==> src/rtl/mcct_regs.svh <==
// Purpose: register offsets, field positions and reset values of the counter/timer
// Assumes: byte addresses on a 6-bit word-aligned register port
// Notes: definitions only
`ifndef MCCT_REGS_SVH
`define MCCT_REGS_SVH

`define OFS_CTRL     6'h00
`define OFS_COUNT    6'h04
`define OFS_PRESCALE 6'h08
`define OFS_PCOUNT   6'h0C
`define OFS_MCTL     6'h10
`define OFS_CCTL     6'h14
`define OFS_OUTCTL   6'h18
`define OFS_FLAGS    6'h1C
`define BLK_MATCH    2'h2
`define BLK_CAPT     3'h6

`define CTRL_W       7
`define OUTCTL_ACT_LSB 4
`define FLAG_CAP_LSB 4
`define CCTL_CLR_LSB 6

`define RST_CTRL     7'h00
`define RST_WORD     32'h0000_0000
`define RST_OUT      4'h0
`define RST_FLAGS    6'h00
`define MASK16       32'h0000_FFFF
`define MASK32       32'hFFFF_FFFF

`endif

==> src/rtl/mcct_pkg.sv <==
// Purpose: shared types of the counter/timer
// Assumes: none
// Notes: offsets and values live in mcct_regs.svh
package mcct_pkg;

   typedef struct packed {
      logic cnt_sel;
      logic [1:0] cnt_edge;
      logic cnt_mode;
      logic width16;
      logic hold;
      logic run;
   } ctrl_t;

   typedef enum logic [1:0] {
      ACT_NONE = 2'b00,
      ACT_LOW = 2'b01,
      ACT_HIGH = 2'b10,
      ACT_TOGGLE = 2'b11
   } ext_act_t;

   typedef struct packed {
      logic irq_en;
      logic rst;
      logic stop;
   } match_ctl_t;

   typedef struct packed {
      logic irq_en;
      logic fall;
      logic rise;
   } cap_ctl_t;

   typedef struct packed {
      logic [5:0] addr;
      logic [31:0] wdata;
      logic wr;
      logic rd;
   } reg_req_t;

endpackage

==> src/rtl/match_capture_counter_timer.sv <==
// Purpose: counter/timer with prescaler, two captures, four matches
// Assumes: register port strobes one cycle long, never both at once
// Notes: read data valid only in the cycle after the read strobe
//
// What this block does
// - timer mode counts cycles of clk_sys
// - 32-bit or 16-bit count and prescaler
// - selectable timer or pin-edge counter mode
// - two capture channels snapshot count, optional flag
// - capture event may clear count and prescaler
// - four match registers compared with count
// - continue-on-match keeps counting, optional flag
// - stop-on-match halts counting, optional flag
// - reset-on-match returns count to zero
// - match outputs go low, high, toggle, hold
// - dedicated capture and match pin ports
//
// Decided for this implementation: the strobed register port and the register offsets.
`timescale 1ns/100ps
`default_nettype none
`include "mcct_regs.svh"

module match_capture_counter_timer (
   input wire logic clk_sys,
   input wire logic arst_n,
   input wire mcct_pkg::reg_req_t bus_req,
   output logic [31:0] rd_data,
   input wire logic [1:0] capture_input_pin,
   output logic [3:0] match_output_pin,
   output logic irq
);
   import mcct_pkg::*;

   ctrl_t ctrl;
   ctrl_t next_ctrl;
   logic [31:0] tc;
   logic [31:0] next_tc;
   logic [31:0] pr;
   logic [31:0] pc;
   logic [31:0] next_pc;
   logic [3:0][31:0] mr;
   logic [1:0][31:0] cap;
   match_ctl_t [3:0] mcr;
   cap_ctl_t [1:0] ccr;
   logic [1:0] cap_clr;
   ext_act_t [3:0] act;
   logic [5:0] ir;
   logic [5:0] next_ir;
   logic [3:0] next_out;
   logic [3:0] m_evt;
   logic [1:0] rise;
   logic [1:0] fall;

   // address decode
   wire hit_ctrl = bus_req.addr == `OFS_CTRL;
   wire hit_count = bus_req.addr == `OFS_COUNT;
   wire hit_pre = bus_req.addr == `OFS_PRESCALE;
   wire hit_pcnt = bus_req.addr == `OFS_PCOUNT;
   wire hit_mctl = bus_req.addr == `OFS_MCTL;
   wire hit_cctl = bus_req.addr == `OFS_CCTL;
   wire hit_outctl = bus_req.addr == `OFS_OUTCTL;
   wire hit_flags = bus_req.addr == `OFS_FLAGS;
   wire hit_match = bus_req.addr[5:4] == `BLK_MATCH;
   wire hit_capt = bus_req.addr[5:3] == `BLK_CAPT;
   wire [1:0] sel_idx = bus_req.addr[3:2];

   wire wr_ctrl = bus_req.wr && hit_ctrl;
   wire wr_count = bus_req.wr && hit_count;
   wire wr_pre = bus_req.wr && hit_pre;
   wire wr_mctl = bus_req.wr && hit_mctl;
   wire wr_cctl = bus_req.wr && hit_cctl;
   wire wr_outctl = bus_req.wr && hit_outctl;
   wire wr_flags = bus_req.wr && hit_flags;
   wire wr_match = bus_req.wr && hit_match;

   // count width and count source
   wire [31:0] wmask = ctrl.width16 ? `MASK16 : `MASK32;
   wire cnt_rise = rise[ctrl.cnt_sel];
   wire cnt_fall = fall[ctrl.cnt_sel];
   wire cnt_evt = (ctrl.cnt_edge[0] & cnt_rise) | (ctrl.cnt_edge[1] & cnt_fall);
   wire active = ctrl.run && !ctrl.hold;
   wire count_cycle = active && (ctrl.cnt_mode ? cnt_evt : 1'b1);
   wire pre_done = (pc & wmask) == (pr & wmask);
   wire tick = count_cycle && pre_done;

   // match actions
   logic [3:0] m_rst_bits;
   logic [3:0] m_stop_bits;
   logic [3:0] m_irq_bits;
   logic [1:0] c_irq_bits;
   logic [1:0] cap_evt;

   genvar g;
   generate
      for (g = 0; g < 4; g++) begin : g_mbits
         assign m_rst_bits[g] = mcr[g].rst;
         assign m_stop_bits[g] = mcr[g].stop;
         assign m_irq_bits[g] = mcr[g].irq_en;
      end
      for (g = 0; g < 2; g++) begin : g_cbits
         assign cap_evt[g] = (ccr[g].rise & rise[g]) | (ccr[g].fall & fall[g]);
         assign c_irq_bits[g] = ccr[g].irq_en;
      end
   endgenerate

   wire any_rst = |(m_evt & m_rst_bits);
   wire any_stop = |(m_evt & m_stop_bits);
   wire cap_clear = |(cap_evt & cap_clr);

   // next count values
   wire [31:0] tc_inc = (tc + 32'h0000_0001) & wmask;
   wire [31:0] pc_inc = (pc + 32'h0000_0001) & wmask;

   assign next_tc = wr_count ? (bus_req.wdata & wmask) :
                    (ctrl.hold || cap_clear) ? `RST_WORD :
                    (tick && any_rst) ? `RST_WORD :
                    tick ? tc_inc :
                    (tc & wmask);

   assign next_pc = (ctrl.hold || cap_clear || wr_count) ? `RST_WORD :
                    !count_cycle ? (pc & wmask) :
                    pre_done ? `RST_WORD :
                    pc_inc;

   // control word: a stop match clears run even when a same-cycle write sets it
   always_comb begin
      next_ctrl = wr_ctrl ? ctrl_t'(bus_req.wdata[`CTRL_W-1:0]) : ctrl;
      if (any_stop) begin
         next_ctrl.run = 1'b0;
      end
   end

   // flags: hardware set wins over software clear
   wire [5:0] flag_set = {cap_evt & c_irq_bits, m_evt & m_irq_bits};
   wire [5:0] flag_clr = wr_flags ? bus_req.wdata[5:0] : 6'h00;
   assign next_ir = (ir & ~flag_clr) | flag_set;

   pin_edge_detect u_edge (
      .clk_sys(clk_sys),
      .arst_n(arst_n),
      .pins(capture_input_pin),
      .rise(rise),
      .fall(fall)
   );

   match_unit u_match (
      .tc(tc),
      .mr(mr),
      .wmask(wmask),
      .tick(tick),
      .act(act),
      .cur_out(match_output_pin),
      .m_evt(m_evt),
      .next_out(next_out)
   );

   // read selection
   logic [11:0] mctl_word;
   logic [7:0] cctl_word;
   logic [7:0] act_word;
   generate
      for (g = 0; g < 4; g++) begin : g_rdm
         assign mctl_word[3*g +: 3] = mcr[g];
         assign act_word[2*g +: 2] = act[g];
      end
      for (g = 0; g < 2; g++) begin : g_rdc
         assign cctl_word[3*g +: 3] = ccr[g];
      end
   endgenerate
   assign cctl_word[7:6] = cap_clr;

   wire [31:0] rd_mux = hit_ctrl ? {25'h0, ctrl} :
                        hit_count ? tc :
                        hit_pre ? pr :
                        hit_pcnt ? pc :
                        hit_mctl ? {20'h0, mctl_word} :
                        hit_cctl ? {24'h0, cctl_word} :
                        hit_outctl ? {20'h0, act_word, match_output_pin} :
                        hit_flags ? {26'h0, ir} :
                        hit_match ? mr[sel_idx] :
                        hit_capt ? cap[sel_idx[0]] :
                        32'h0000_0000;

   always_ff @(posedge clk_sys or negedge arst_n) begin
      if (!arst_n) begin
         ctrl <= ctrl_t'(`RST_CTRL);
         tc <= `RST_WORD;
         pc <= `RST_WORD;
         ir <= `RST_FLAGS;
         irq <= 1'b0;
         rd_data <= `RST_WORD;
         match_output_pin <= `RST_OUT;
      end else begin
         ctrl <= next_ctrl;
         tc <= next_tc;
         pc <= next_pc;
         ir <= next_ir;
         irq <= |next_ir;
         rd_data <= bus_req.rd ? rd_mux : `RST_WORD;
         match_output_pin <= wr_outctl ? bus_req.wdata[3:0] : next_out;
      end
   end

   always_ff @(posedge clk_sys or negedge arst_n) begin
      if (!arst_n) begin
         pr <= `RST_WORD;
         mcr <= '0;
         ccr <= '0;
         cap_clr <= 2'h0;
         for (int n = 0; n < 4; n++) begin
            act[n] <= ACT_NONE;
         end
      end else begin
         if (wr_pre) pr <= bus_req.wdata;
         if (wr_mctl) mcr <= bus_req.wdata[11:0];
         if (wr_cctl) ccr <= bus_req.wdata[5:0];
         if (wr_cctl) cap_clr <= bus_req.wdata[`CCTL_CLR_LSB +: 2];
         if (wr_outctl) begin
            for (int n = 0; n < 4; n++) begin
               act[n] <= ext_act_t'(bus_req.wdata[`OUTCTL_ACT_LSB+2*n +: 2]);
            end
         end
      end
   end

   generate
      for (g = 0; g < 4; g++) begin : g_mr
         always_ff @(posedge clk_sys or negedge arst_n) begin
            if (!arst_n) begin
               mr[g] <= `RST_WORD;
            end else if (wr_match && sel_idx == g) begin
               mr[g] <= bus_req.wdata;
            end
         end
      end
      for (g = 0; g < 2; g++) begin : g_cap
         always_ff @(posedge clk_sys or negedge arst_n) begin
            if (!arst_n) begin
               cap[g] <= `RST_WORD;
            end else if (cap_evt[g]) begin
               cap[g] <= tc;
            end
         end
      end
   endgenerate
endmodule

`default_nettype wire

==> src/rtl/match_unit.sv <==
// Purpose: four count comparators and their external output actions
// Assumes: wmask gives the active width; tc and match values are cut to it here
// Notes: next_out is the pin state after this cycle's matches
`timescale 1ns/100ps
`default_nettype none

module match_unit (
   input wire logic [31:0] tc,
   input wire logic [3:0][31:0] mr,
   input wire logic [31:0] wmask,
   input wire logic tick,
   input wire mcct_pkg::ext_act_t [3:0] act,
   input wire logic [3:0] cur_out,
   output logic [3:0] m_evt,
   output logic [3:0] next_out
);
   import mcct_pkg::*;

   genvar i;
   generate
      for (i = 0; i < 4; i++) begin : g_ch
         wire eq = (tc & wmask) == (mr[i] & wmask);
         assign m_evt[i] = tick & eq;
         assign next_out[i] = !m_evt[i] ? cur_out[i] :
                              (act[i] == ACT_LOW) ? 1'b0 :
                              (act[i] == ACT_HIGH) ? 1'b1 :
                              (act[i] == ACT_TOGGLE) ? ~cur_out[i] :
                              cur_out[i];
      end
   endgenerate

endmodule

`default_nettype wire

==> src/rtl/pin_edge_detect.sv <==
// Purpose: rising and falling edge pulses of the two capture pins
// Assumes: pins already synchronous to clk_sys
// Notes: pulses are combinational, one cycle long
`timescale 1ns/100ps
`default_nettype none

module pin_edge_detect (
   input wire logic clk_sys,
   input wire logic arst_n,
   input wire logic [1:0] pins,
   output logic [1:0] rise,
   output logic [1:0] fall
);

   logic [1:0] prev;

   genvar j;
   generate
      for (j = 0; j < 2; j++) begin : g_pin
         always_ff @(posedge clk_sys or negedge arst_n) begin
            if (!arst_n) begin
               prev[j] <= 1'b0;
            end else begin
               prev[j] <= pins[j];
            end
         end
         assign rise[j] = pins[j] & ~prev[j];
         assign fall[j] = ~pins[j] & prev[j];
      end
   endgenerate

endmodule

`default_nettype wire

==> config.mk <==
export PLATFORM = sky130hd
export DESIGN_NAME = match_capture_counter_timer
export DESIGN_NICKNAME = d
export VERILOG_FILES = /design/src/rtl/mcct_pkg.sv /design/src/rtl/match_capture_counter_timer.sv /design/src/rtl/match_unit.sv /design/src/rtl/pin_edge_detect.sv
export VERILOG_INCLUDE_DIRS = /design/src /design/src/rtl
export SDC_FILE = /design/constraint.sdc
export NUM_CORES = 1
export LEC_CHECK = 0
export BUFFER_PORTS_ARGS = -buffer_cell sky130_fd_sc_hd__buf_4
export CAP_MARGIN = 20
export CORE_ASPECT_RATIO = 1.75
export CORE_MARGIN = 3
export CORE_UTILIZATION = 55
export CTS_BUF_LIST = sky130_fd_sc_hd__clkbuf_4 sky130_fd_sc_hd__clkbuf_8
export DETAILED_ROUTE_END_ITERATION = 8
export PLACE_DENSITY = 0.71
export SYNTH_ARGS = -nofsm -noshare
export SYNTH_HDL_FRONTEND = slang
export SYNTH_HIERARCHICAL = 1
export SYNTH_SLANG_ARGS = --single-unit
==> constraint.sdc <==
create_clock -name clk_sys -period 6.04 [get_ports clk_sys]
set_input_delay 0.302 -clock clk_sys [delete_from_list [all_inputs] [get_ports clk_sys]]
set_output_delay 0.302 -clock clk_sys [all_outputs]
set_load 0.03 [all_outputs]
Word-level counts from Yosys, hierarchy flattened
Cells that the tools add are included.
W data, S select, Z words.
- $add $sub $neg: 2
- $lt $le $gt $ge: 3
- equal/unequal tests: 29
- multiplexer cells: 48
- bitwise operators: 43
- reduce and logical (&&, ||, !) cells: 38
- operators with widths (kind ; count):
    $mux W32 ; 22
    $and A32 B32 Y32 ; 10
    $eq A32 B32 Y1 ; 5
    $add A32 B1 Y32 const B ; 2
    $bmux W32 S2 ; 1
    $eq A6 B5 Y1 const B ; 4
    $mux W1 ; 23
    $eq A2 B2 Y1 const B ; 11
    $logic_and A1 B1 Y1 ; 16
    $reduce_bool A4 Y1 ; 4
    $and A1 B1 Y1 ; 14
    $and A4 B4 Y4 ; 3
    $eq A6 B4 Y1 const B ; 2
    $eq A2 B1 Y1 const B ; 5
    $reduce_bool A2 Y1 ; 5
    $not A1 Y1 ; 8
    $reduce_and A2 Y1 ; 4
    $reduce_or A4 Y1 ; 2
    $and A6 B6 Y6 ; 1
    $eq A6 B3 Y1 const B ; 1
    $logic_not A6 Y1 ; 1
    $mux W6 ; 1
    $not A6 Y6 ; 1
    $or A6 B6 Y6 ; 1
    other kinds (11) ; 16
- bits in registers: 368
- bits of input ports: 44
- output and inout bits: 37
- word-level logic and storage cells: 210

Depth between registers and ports, before layout
Gate-level depths: netlist of run 1.
- depth in word-level cells: 16
- gate-level depth with buffers: 17
- depth with buffers taken out: 15

Hierarchy
Netlist of run 1, hierarchy kept.
- by module, submodules not included (module ; instances ; cells each ; area each (um^2) ; seq. area each (um^2)):
    match_capture_counter_timer ; 1 ; 1652 ; 18098.6 ; 9158.8
    match_unit ; 1 ; 299 ; 2104.5 ; 0.0
    pin_edge_detect ; 1 ; 6 ; 85.1 ; 50.0

Worst setup path after synthesis of run 1
No wires, ideal clock.
- path type: register to register
- start point: register ctrl[2] in the netlist's numbering
- end point: register tc[29]
- library setup time: 0.087 ns
- data arrival time: 3.882 ns
- data required time: 5.953 ns
- slack: 2.071 ns
- stages on the path, launching flop included: 14
- buffers on the path: 2
- clock period less this slack: 3.969 ns
- path through: dfrtp_1 -> inv_1 -> nand2_1 -> o2111ai_1 -> nor3_1 -> and4_1 -> and4_1 -> a22oi_1 -> and2_1 -> buf_1 -> o41ai_1 -> buf_2 -> or4_1 -> o211ai_1
- word-level cells in the longest chain between the ends: 11
- elaborated cells between the ends (all ways): 27
- those cells by class: eq/ne: 5; mux: 5; bitwise: 14; reduce/logical: 3
- RTL lines (what ; RTL line ; text):
    start, declared ; match_capture_counter_timer.sv:34 ; ctrl_t ctrl;
    start signal, assigned ; match_capture_counter_timer.sv:186 ; ctrl <= ctrl_t'(`RST_CTRL);
    start signal, assigned ; match_capture_counter_timer.sv:194 ; ctrl <= next_ctrl;
    $mux W32 (no line) * ; - ;
    net wmask[16] ; match_capture_counter_timer.sv:77 ; wire [31:0] wmask = ctrl.width16 ? `MASK16 : `MASK32;
    $and A32 B32 Y32 ; match_capture_counter_timer.sv:83 ; wire pre_done = (pc & wmask) == (pr & wmask);
    $eq A32 B32 Y1 ; match_capture_counter_timer.sv:83 ;
    $logic_and A1 B1 Y1 ; match_capture_counter_timer.sv:84 ; wire tick = count_cycle && pre_done;
    $and A1 B1 Y1 * ; match_unit.sv:23 ; assign m_evt[i] = tick & eq;
    net m_evt[2] ; match_capture_counter_timer.sv:50 ; logic [3:0] m_evt;
    $and A4 B4 Y4 * ; match_capture_counter_timer.sv:106 ; wire any_rst = |(m_evt & m_rst_bits);
    $reduce_or A4 Y1 * ; match_capture_counter_timer.sv:106 ;
    $logic_and A1 B1 Y1 * ; match_capture_counter_timer.sv:116 ; (tick && any_rst) ? `RST_WORD :
    $mux W32 * ; match_capture_counter_timer.sv:116 ;
    $mux W32 * ; match_capture_counter_timer.sv:115 ; (ctrl.hold || cap_clear) ? `RST_WORD :
    $mux W32 * ; match_capture_counter_timer.sv:114 ; assign next_tc = wr_count ? (bus_req.wdata & wmask) :
    net next_tc[29] ; match_capture_counter_timer.sv:37 ; logic [31:0] next_tc;
    end signal, assigned ; match_capture_counter_timer.sv:187 ; tc <= `RST_WORD;
    end signal, assigned ; match_capture_counter_timer.sv:195 ; tc <= next_tc;
    end, declared ; match_capture_counter_timer.sv:36 ; logic [31:0] tc;
Mark *: on every way through the listed nets, which the timed path passes. The rest lies on a longest branch.
A chain may end at the register's enable or synchronous reset.

Worst setup path in the final report of run 1
- start point: register pc[5]
- end point: register tc[24]
- word-level cells in the longest chain between the ends: 10
- elaborated cells between the ends (all ways): 14
- those cells by class: eq/ne: 1; mux: 4; bitwise: 6; reduce/logical: 3
- RTL lines (what ; RTL line ; text):
    start, declared ; match_capture_counter_timer.sv:39 ; logic [31:0] pc;
    start signal, assigned ; match_capture_counter_timer.sv:188 ; pc <= `RST_WORD;
    start signal, assigned ; match_capture_counter_timer.sv:196 ; pc <= next_pc;
    $and A32 B32 Y32 ; match_capture_counter_timer.sv:83 ;
    $eq A32 B32 Y1 ; match_capture_counter_timer.sv:83 ;
    $logic_and A1 B1 Y1 ; match_capture_counter_timer.sv:84 ;
    net tick ; match_capture_counter_timer.sv:84 ;
    $and A1 B1 Y1 ; match_unit.sv:23 ;
    net m_evt[2] ; match_capture_counter_timer.sv:50 ;
    $and A4 B4 Y4 ; match_capture_counter_timer.sv:106 ;
    $reduce_or A4 Y1 ; match_capture_counter_timer.sv:106 ;
    $logic_and A1 B1 Y1 ; match_capture_counter_timer.sv:116 ;
    $mux W32 ; match_capture_counter_timer.sv:116 ;
    $mux W32 ; match_capture_counter_timer.sv:115 ;
    $mux W32 ; match_capture_counter_timer.sv:114 ;
    net next_tc[24] ; match_capture_counter_timer.sv:37 ;
The timed path passes the listed nets, and every way through them passes these cells.

==> results.ini, run 1 <==
[synthesis]
yosysSeqAreaShare_pct = 45.4
async_flop_share_pct = 100
synth.yosys.warnings = 6
syn_inst = 1957
synthTopCellsByArea = dfrtp_1 45%, mux2_2 12%, nand2_1 6.3%, xor2_1 3.7%, mux4_2 3.6%
netlist_top_cells_count = 368 x dfrtp_1, 338 x nand2_1, 209 x mux2_2, 94 x o21ai_0, 86 x xor2_1
synth_top_area_share_pct = 45.4
synth-edff-count = 0
syn_area_sq_um = 20300
post-synth-top-area-cell = dfrtp_1
synth_ff_type = dfrtp_1
synth.most_common_cell = dfrtp_1
ys_types = 86
ys_ff_latch = 368
syn_area_per_cell_sq_um = 10.4

[final_layout]
instances_no_fill = 2624
design_area_sq_um = 23100
drive_gt1_share_pct = 23.4
fill_cells = 2972
fin_nets = 2158
areaGrowthSynthToFinish_pct = 14.0

[floorplanning]
dieArea_sq_um = 39300
initial_core_util_pct = 56.0
die_w_um = 151
fp.dieH_um = 260
rows = 92
ios = 81
coreArea_sq_um = 36300

[timing]
grt_setup_unrepaired = no
clock_skew_ns = 0.0407
min_period_over_period_pct = 70.8
setup_viol = 0
fmax_mhz = 234
slew_headroom_pct = 13.1
min_period_ns = 4.28
slew_violations = 0
fin_tns_setup_ns = 0
hold_violations = 0
worstMarginPinSlew_ns = 1.30

[clock_network]
insertion_delay_ns = 0.67
cts_tree = built
post_cts_resized = 0
htree_levels = 2
cts-root-buf = clkbuf_8
path_clk_slew_ns = 0.07
cts_buffer_depth = 3
clock_sinks = 368
cts-buffers-inserted = 56

[route]
wl_met2_um = 37000
wl_met3_um = 6210
wire_per_inst_um = 29.9
drt_iter0_drc = 1659
ant_nets = 0
post_drt_via_cell_ratio = 6.69
vias = 17600
first_pass_iters = 8
wl_met1_um = 27200
top_layer = met4
finalWirelength_um = 78500
route.detailed.drc = 0

[hold_path]
hold_class = in -> reg
hold_start = bus_req[2]
min_path_cells = 3

[grt]
grt_pass1_vias = 17200
overflow = 0
grt_start_max_net_pins = 145
antenna_found_initial = 1
gr-usage-all-layers_pct = 40.2
grt_pass1_wl_um = 115000

[worst_setup_path]
required_ns = 6.58
r2r-start = pc[5]$_DFFE_PN0P_
arrival_ns = 4.81
crit_type = reg -> reg
crit_path_end_kind = flop
start_kind = flop
crit_path_max_fanout = 22
rr_worst_depth = 15
worstSetupStartpoint = pc[5]$_DFFE_PN0P_

[pwr]
p_per_area_nw_per_um2 = 320
leakagePower_nw = 10.5
ir_worst_vdd_mv = 0.232

[status]
status = finished, final reports clean

[placement]
post-dp-hpwl_um = 57100
post-place-cells = 2496
routabilityCongestion = 1.06
io_buffers = 80
place_area_sq_um = 21600

[flow_run]
max_cap_violations = 0

## critical path, cell delays in order, from the launching register on
cell	delay, ns
dfrtp_1	0.53
xor2_1	0.22
nor4_2	0.42
nand4_2	0.36
nor3_1	0.28
buf_4	0.22
o21ai_0	0.13
nor3_1	0.21
and4_1	0.28
and4_1	0.31
a22oi_1	0.13
and2_1	0.26
o41ai_2	0.23
buf_4	0.30
o31a_1	0.17
o21ai_0	0.08
## repair_timing
item | in CTS | in global routing
hold buffers | 26 | 0
hold endpoints to repair | 196 | 0
buffers inserted | 0 | 0
## layout make-up
cell class / instances / area, sq um / area share [%]
diodes: 1 / 2.50 / 0.0108
well taps: 470 / 588 / 2.54
multi-input cells: 1523 / 10800 / 46.8
inverters: 21 / 78.8 / 0.341
clock inverters: 19 / 214 / 0.925
repair buffers: 142 / 1190 / 5.16
clock buffers: 80 / 1030 / 4.43
flip-flops and latches: 368 / 9210 / 39.8
## sequential cells by signal, indices dropped and copies added, names as in the netlist, 6 cells and up
name and flops:
mr 128, cap 64, pc 32, pr 32
rd_data 32, tc 32, act 8, ctrl 7
ir 6
## worst paths after layout
check	to	slack, ns
setup / recovery	tc[24]$_DFF_PN0_	1.76
hold / removal	ctrl[0]$_DFFE_PN0P_	0.02
setup reg to reg	tc[24]$_DFF_PN0_	1.76
hold reg to reg	cap[55]$_DFFE_PN0N_	0.46
max in group asynchronous	mr[16]$_DFFE_PN0P_	4.40
min in group asynchronous	rd_data[13]$_DFF_PN0_	0.22
## cells by family after synthesis
family | share of synthesized area (%)
AOI/OAI and AO/OA | 14.1
DFF | 45.4
adders and majority gates | 0.123
other | 0.0185
and+or+nand+nor | 16.6
muxes | 16.7
buffers and inverters | 3.04
xor gates and xnor gates | 3.97
## per-stage QoR
stage	util (%)	hold WS (ns)	worst slack, ns	power, mW
after floorplan	-	0.00641	2.07	4.24
after global placement	59.5	0.337	1.99	5.00
after detailed placement	59.6	0.349	1.89	5.05
after CTS	63.7	0.00303	1.85	7.37
after global routing	63.8	0.0190	1.55	7.64
final	63.8	0.0211	1.76	7.39
## power by group
| group | internal (mW) | switching [mW] | total (mW) |
|---|---|---|---|
| registers | 2.83 | 0.541 | 3.38 |
| logic | 0.724 | 0.973 | 1.70 |
| clock network | 1.27 | 1.05 | 2.32 |
| total | 4.83 | 2.56 | 7.39 |
## layer usage
metal / track usage (%) / vias to the layer above
li1: - / 7469
met1: 46.6 / 8729
met2: 64.0 / 1017
met4: 32.4 / 0
met3: 7.67 / 341
met5: 0 / -
## cells in the final DEF (no fill, tap or decap), types with 23 or more instances in the layout
cell           synthesis  final
a21oi_1               68     68
nand3b_1              67     67
and3_1                26     26
buf_4                  1    111
dfrtp_1              368    368
a22oi_1               36     34
nor2_1                66     60
mux2_2               209    209
mux2i_1               32     32
nand2_1              338    338
xor2_1                86     86
dlygate4sd3_1          0     26
conb_1                 1     80
a31oi_1               23     23
o21ai_0               94     94
a221oi_1              29     29
clkbuf_8               0     68
mux4_2                32     32
nand3_1               43     42
No activity file was read; power rests on OpenSTA's default activity.
==> run 2: changes to the inputs <==
--- a/config.mk
+++ b/config.mk
@@ -6,6 +6,7 @@
 export SDC_FILE = /design/constraint.sdc
 export NUM_CORES = 1
 export LEC_CHECK = 0
+export ABC_AREA = 1
 export BUFFER_PORTS_ARGS = -buffer_cell sky130_fd_sc_hd__buf_4
 export CAP_MARGIN = 20
 export CORE_ASPECT_RATIO = 1.75
@@ -13,7 +14,7 @@
 export CORE_UTILIZATION = 55
 export CTS_BUF_LIST = sky130_fd_sc_hd__clkbuf_4 sky130_fd_sc_hd__clkbuf_8
 export DETAILED_ROUTE_END_ITERATION = 8
-export PLACE_DENSITY = 0.71
+export PLACE_DENSITY = 0.74
 export SYNTH_ARGS = -nofsm -noshare
 export SYNTH_HDL_FRONTEND = slang
 export SYNTH_HIERARCHICAL = 1
==> constraint.sdc (replaced) <==
create_clock -name clk_sys -period 3.7 [get_ports clk_sys]
set_input_delay 0.185 -clock clk_sys [delete_from_list [all_inputs] [get_ports clk_sys]]
set_output_delay 0.185 -clock clk_sys [all_outputs]
set_load 0.03 [all_outputs]
==> run 2 against run 1 <==
  * Clock skew is 0.021 ns lower
  * First-iteration DRC count is 84% higher
  * Synthesized area is 5.1% higher
  * Routed wire length is 18% higher
  * Die area is 5.0% higher
  * Core utilization hardly changed
  * Critical path depth is 5 higher
  * Final area is 4.8% higher
  * Clock power is 59% higher
  * Synthesized cell count is 53% higher
==> results.ini, run 2 <==
[route]
ant_nets = 0  ; unchanged
first_pass_iters = 6  ; -2
vias = 22800  ; +30%
wire_per_inst_um = 25.2  ; -16%
route.detailed.drc = 0  ; unchanged
drt_iter0_drc = 3047  ; +84%
finalWirelength_um = 92700  ; +18%
post_drt_via_cell_ratio = 6.20  ; -7.3%

[pwr]
leakagePower_nw = 11.5  ; +9.2%
p_per_area_nw_per_um2 = 500  ; +56%
ir_worst_vdd_mv = 0.400  ; +72%

[floorplanning]
rows = 94  ; +2.2%
coreArea_sq_um = 38000  ; +4.8%
dieArea_sq_um = 41300  ; +5.0%
die_w_um = 155  ; +2.4%
ios = 81  ; unchanged
fp.dieH_um = 267  ; +2.5%
initial_core_util_pct = 56.1  ; +0.19 points

[worst_setup_path]
rr_worst_depth = 20  ; +5
crit_type = reg -> reg
required_ns = 4.20  ; -2.38 ns
crit_path_cell_trace = xnor2_1 -> nand2_1 -> nor2_1 -> nand2_1 -> nor2_2 -> nand3_4 -> inv_2 -> inv_1 -> nor2_1 -> nand3_1 -> nand3b_1 -> nor2_1 -> a22o_1 -> nor2_1 -> inv_1 -> nand2_1 -> nand2_2 -> inv_2 -> nand3_1 -> o21ai_0
crit_top_cell = nor2_1
crit_path_end_kind = flop
r2r_slack_ns = 0.35  ; -1.41 ns
arrival_ns = 3.85  ; -0.96 ns
crit_path_max_fanout = 10  ; -55%
r2r-start = pc[2]$_DFFE_PN0P_
cpMaxStageDelayCell = dfrtp_1
cpPeakStageDelay_ns = 0.47  ; -0.06 ns
start_kind = flop
rr_endpoint = tc[20]$_DFF_PN0_

[grt]
antenna_found_initial = 4  ; +3
grt_start_max_net_pins = 93  ; -36%
grt_pass1_vias = 21900  ; +27%
overflow = 0  ; unchanged
gr-usage-all-layers_pct = 44.1  ; +3.9 points
grt_pass1_wl_um = 136000  ; +18%

[clock_network]
clock_sinks = 368  ; unchanged
path_clk_slew_ns = 0.08  ; about the same
cts_hold_buffers = 35  ; +35%
post_cts_resized = 0  ; unchanged
cts_setup_buffers = 0  ; unchanged
cts-buffers-inserted = 54  ; -3.6%
cts_buffer_depth = 3  ; unchanged
htree_levels = 2  ; unchanged
insertion_delay_ns = 0.65  ; -0.02 ns
cts_tree = built
cts-root-buf = clkbuf_8

[synthesis]
ys_types = 53  ; -38%
yosysSeqAreaShare_pct = 43.2  ; -2.2 points
ys_ff_latch = 368  ; unchanged
post-synth-top-area-cell = dfrtp_1
netlist_top_cells_count = 694 x nand2_1, 368 x dfrtp_1, 357 x inv_1, 354 x nor2_1, 293 x o21ai_0
synthTopCellsByArea = dfrtp_1 43%, nand2_1 12%, o21ai_0 6.9%, inv_1 6.3%, nor2_1 6.2%
synth.yosys.warnings = 6  ; unchanged
syn_area_sq_um = 21300  ; +5.1%
synth.most_common_cell = nand2_1
syn_area_per_cell_sq_um = 7.12  ; -31%
synth-edff-count = 0  ; unchanged
syn_inst = 2995  ; +53%
synth_ff_type = dfrtp_1
async_flop_share_pct = 100  ; unchanged
synth_top_area_share_pct = 43.2  ; -2.2 points

[timing]
grt_setup_unrepaired = no
slew_headroom_pct = 39.3  ; +26 points
fin_ws_ns = 0.354  ; -1.41 ns
slew_violations = 0  ; unchanged
min_period_over_period_pct = 90.4  ; +20 points
min_period_ns = 3.35  ; -0.932 ns
worstMarginPinSlew_ns = 0.888  ; -0.408 ns
hold_violations = 0  ; unchanged
fmax_mhz = 299  ; +28%
clock_skew_ns = 0.0197  ; -0.0210 ns
fin_tns_setup_ns = 0  ; unchanged
setup_viol = 0  ; unchanged
whs_ns = 0.0562  ; +0.0351 ns

[final_layout]
fin_nets = 3204  ; +48%
instances_no_fill = 3679  ; +40%
largest_reg_flops = 128  ; unchanged
layout_common_cells = 694 x nand2_1, 368 x dfrtp_1, 356 x inv_1
layout_commonest_cell = nand2_1
top_regs = mr x128, cap x64
drive_gt1_share_pct = 9.97  ; -13 points
areaGrowthSynthToFinish_pct = 13.7
utilization_pct = 63.8  ; about the same
largest_register = mr

[flow_run]
max_cap_violations = 0  ; unchanged

[hold_path]
min_path_cells = 3  ; unchanged
holdPathEnd = mr[15]$_DFFE_PN0P_
hold_start = bus_req[17]
hold_class = in -> reg

[placement]
post-dp-hpwl_um = 70000  ; +23%
io_buffers = 80  ; unchanged
dpl_worst_slack_ns = 0.457  ; -1.44 ns
post-place-cells = 3547  ; +42%
routabilityCongestion = 1.12  ; +6.0%

[status]
status = finished, final reports clean

## run 2: cell count changes after synthesis, moves of 48 or more
cell,delta
mux2_2,-209
nand3b_1,-48
xor2_1,-65
nor2_1,+288
inv_1,+336
a21oi_1,+94
nand3_1,+209
o21ai_0,+199
nand2_1,+356
## run 2: layer usage
metal / global-route usage [%] / vias to the layer above / wire, um
met2: 73.6 / 1562 / 44400
met5: 0 / - / 27
met4: 34.4 / 4 / 9300
met1: 49.1 / 10800 / 30300
li1: - / 10100 / -
met3: 8.24 / 446 / 8650
## run 2: stage by stage
stage                     cell area (sq um)  power, mW
after floorplan                       21600       6.96
after global placement                22700       8.24
after detailed placement              22700       8.32
after CTS                             24200       12.0
after global routing                  24200       12.6
final                                 24200       12.1
## run 2: logic make-up (layout without fill, tap and decap cells)
| family | count (synthesis) | count (layout) | share of synthesized area, % |
|---|---|---|---|
| simple gates | 1468 | 1468 | 29.6 |
| compound gates | 609 | 609 | 16.0 |
| buf+inv | 508 | 651 | 9.49 |
| flops | 368 | 368 | 43.2 |
| xor+xnor | 39 | 39 | 1.60 |
| fa+ha+maj | 2 | 2 | 0.117 |
| other cells | 1 | 62 | 0.0176 |
## run 2: worst max path at each step
stage	start	end	slack [ns]
CTS	pc[2]$_DFFE_PN0P_	tc[20]$_DFF_PN0_	0.42
finish	pc[2]$_DFFE_PN0P_	tc[20]$_DFF_PN0_	0.35
detailed placement	pc[2]$_DFFE_PN0P_	tc[20]$_DFF_PN0_	0.46
global route	pc[2]$_DFFE_PN0P_	tc[20]$_DFF_PN0_	0.11
global placement	pc[1]$_DFFE_PN0P_	tc[20]$_DFF_PN0_	0.63
floorplan	ctrl[2]$_DFFE_PN0P_	tc[9]$_DFFE_PN0P_	0.52
## run 2: critical path, delay by kind of cell, from the launching register on
| kind | cells | cell delay (ns) |
|---|---|---|
| flops | 1 | 0.47 |
| buf+inv | 4 | 0.40 |
| xor+xnor | 1 | 0.18 |
| compound gates | 2 | 0.25 |
| simple gates | 13 | 1.89 |
## run 2: layout make-up
type,instances,area (sq um)
flip-flops and latches,368,9210
well taps,480,601
inverters,387,1470
clock buffers,80,1020
repair buffers,168,1430
clock inverters,16,165
diodes,1,2.50
fillers,3467,13700
multi-input cells,2179,10400
## run 2: power by group
group / switching [mW] / leakage (nW) / internal [mW]
Combinational: 1.98 / 6.16 / 0.925
Clock: 1.71 / 0.632 / 1.98
Sequential: 0.827 / 4.70 / 4.70
Total: 4.52 / 11.5 / 7.60
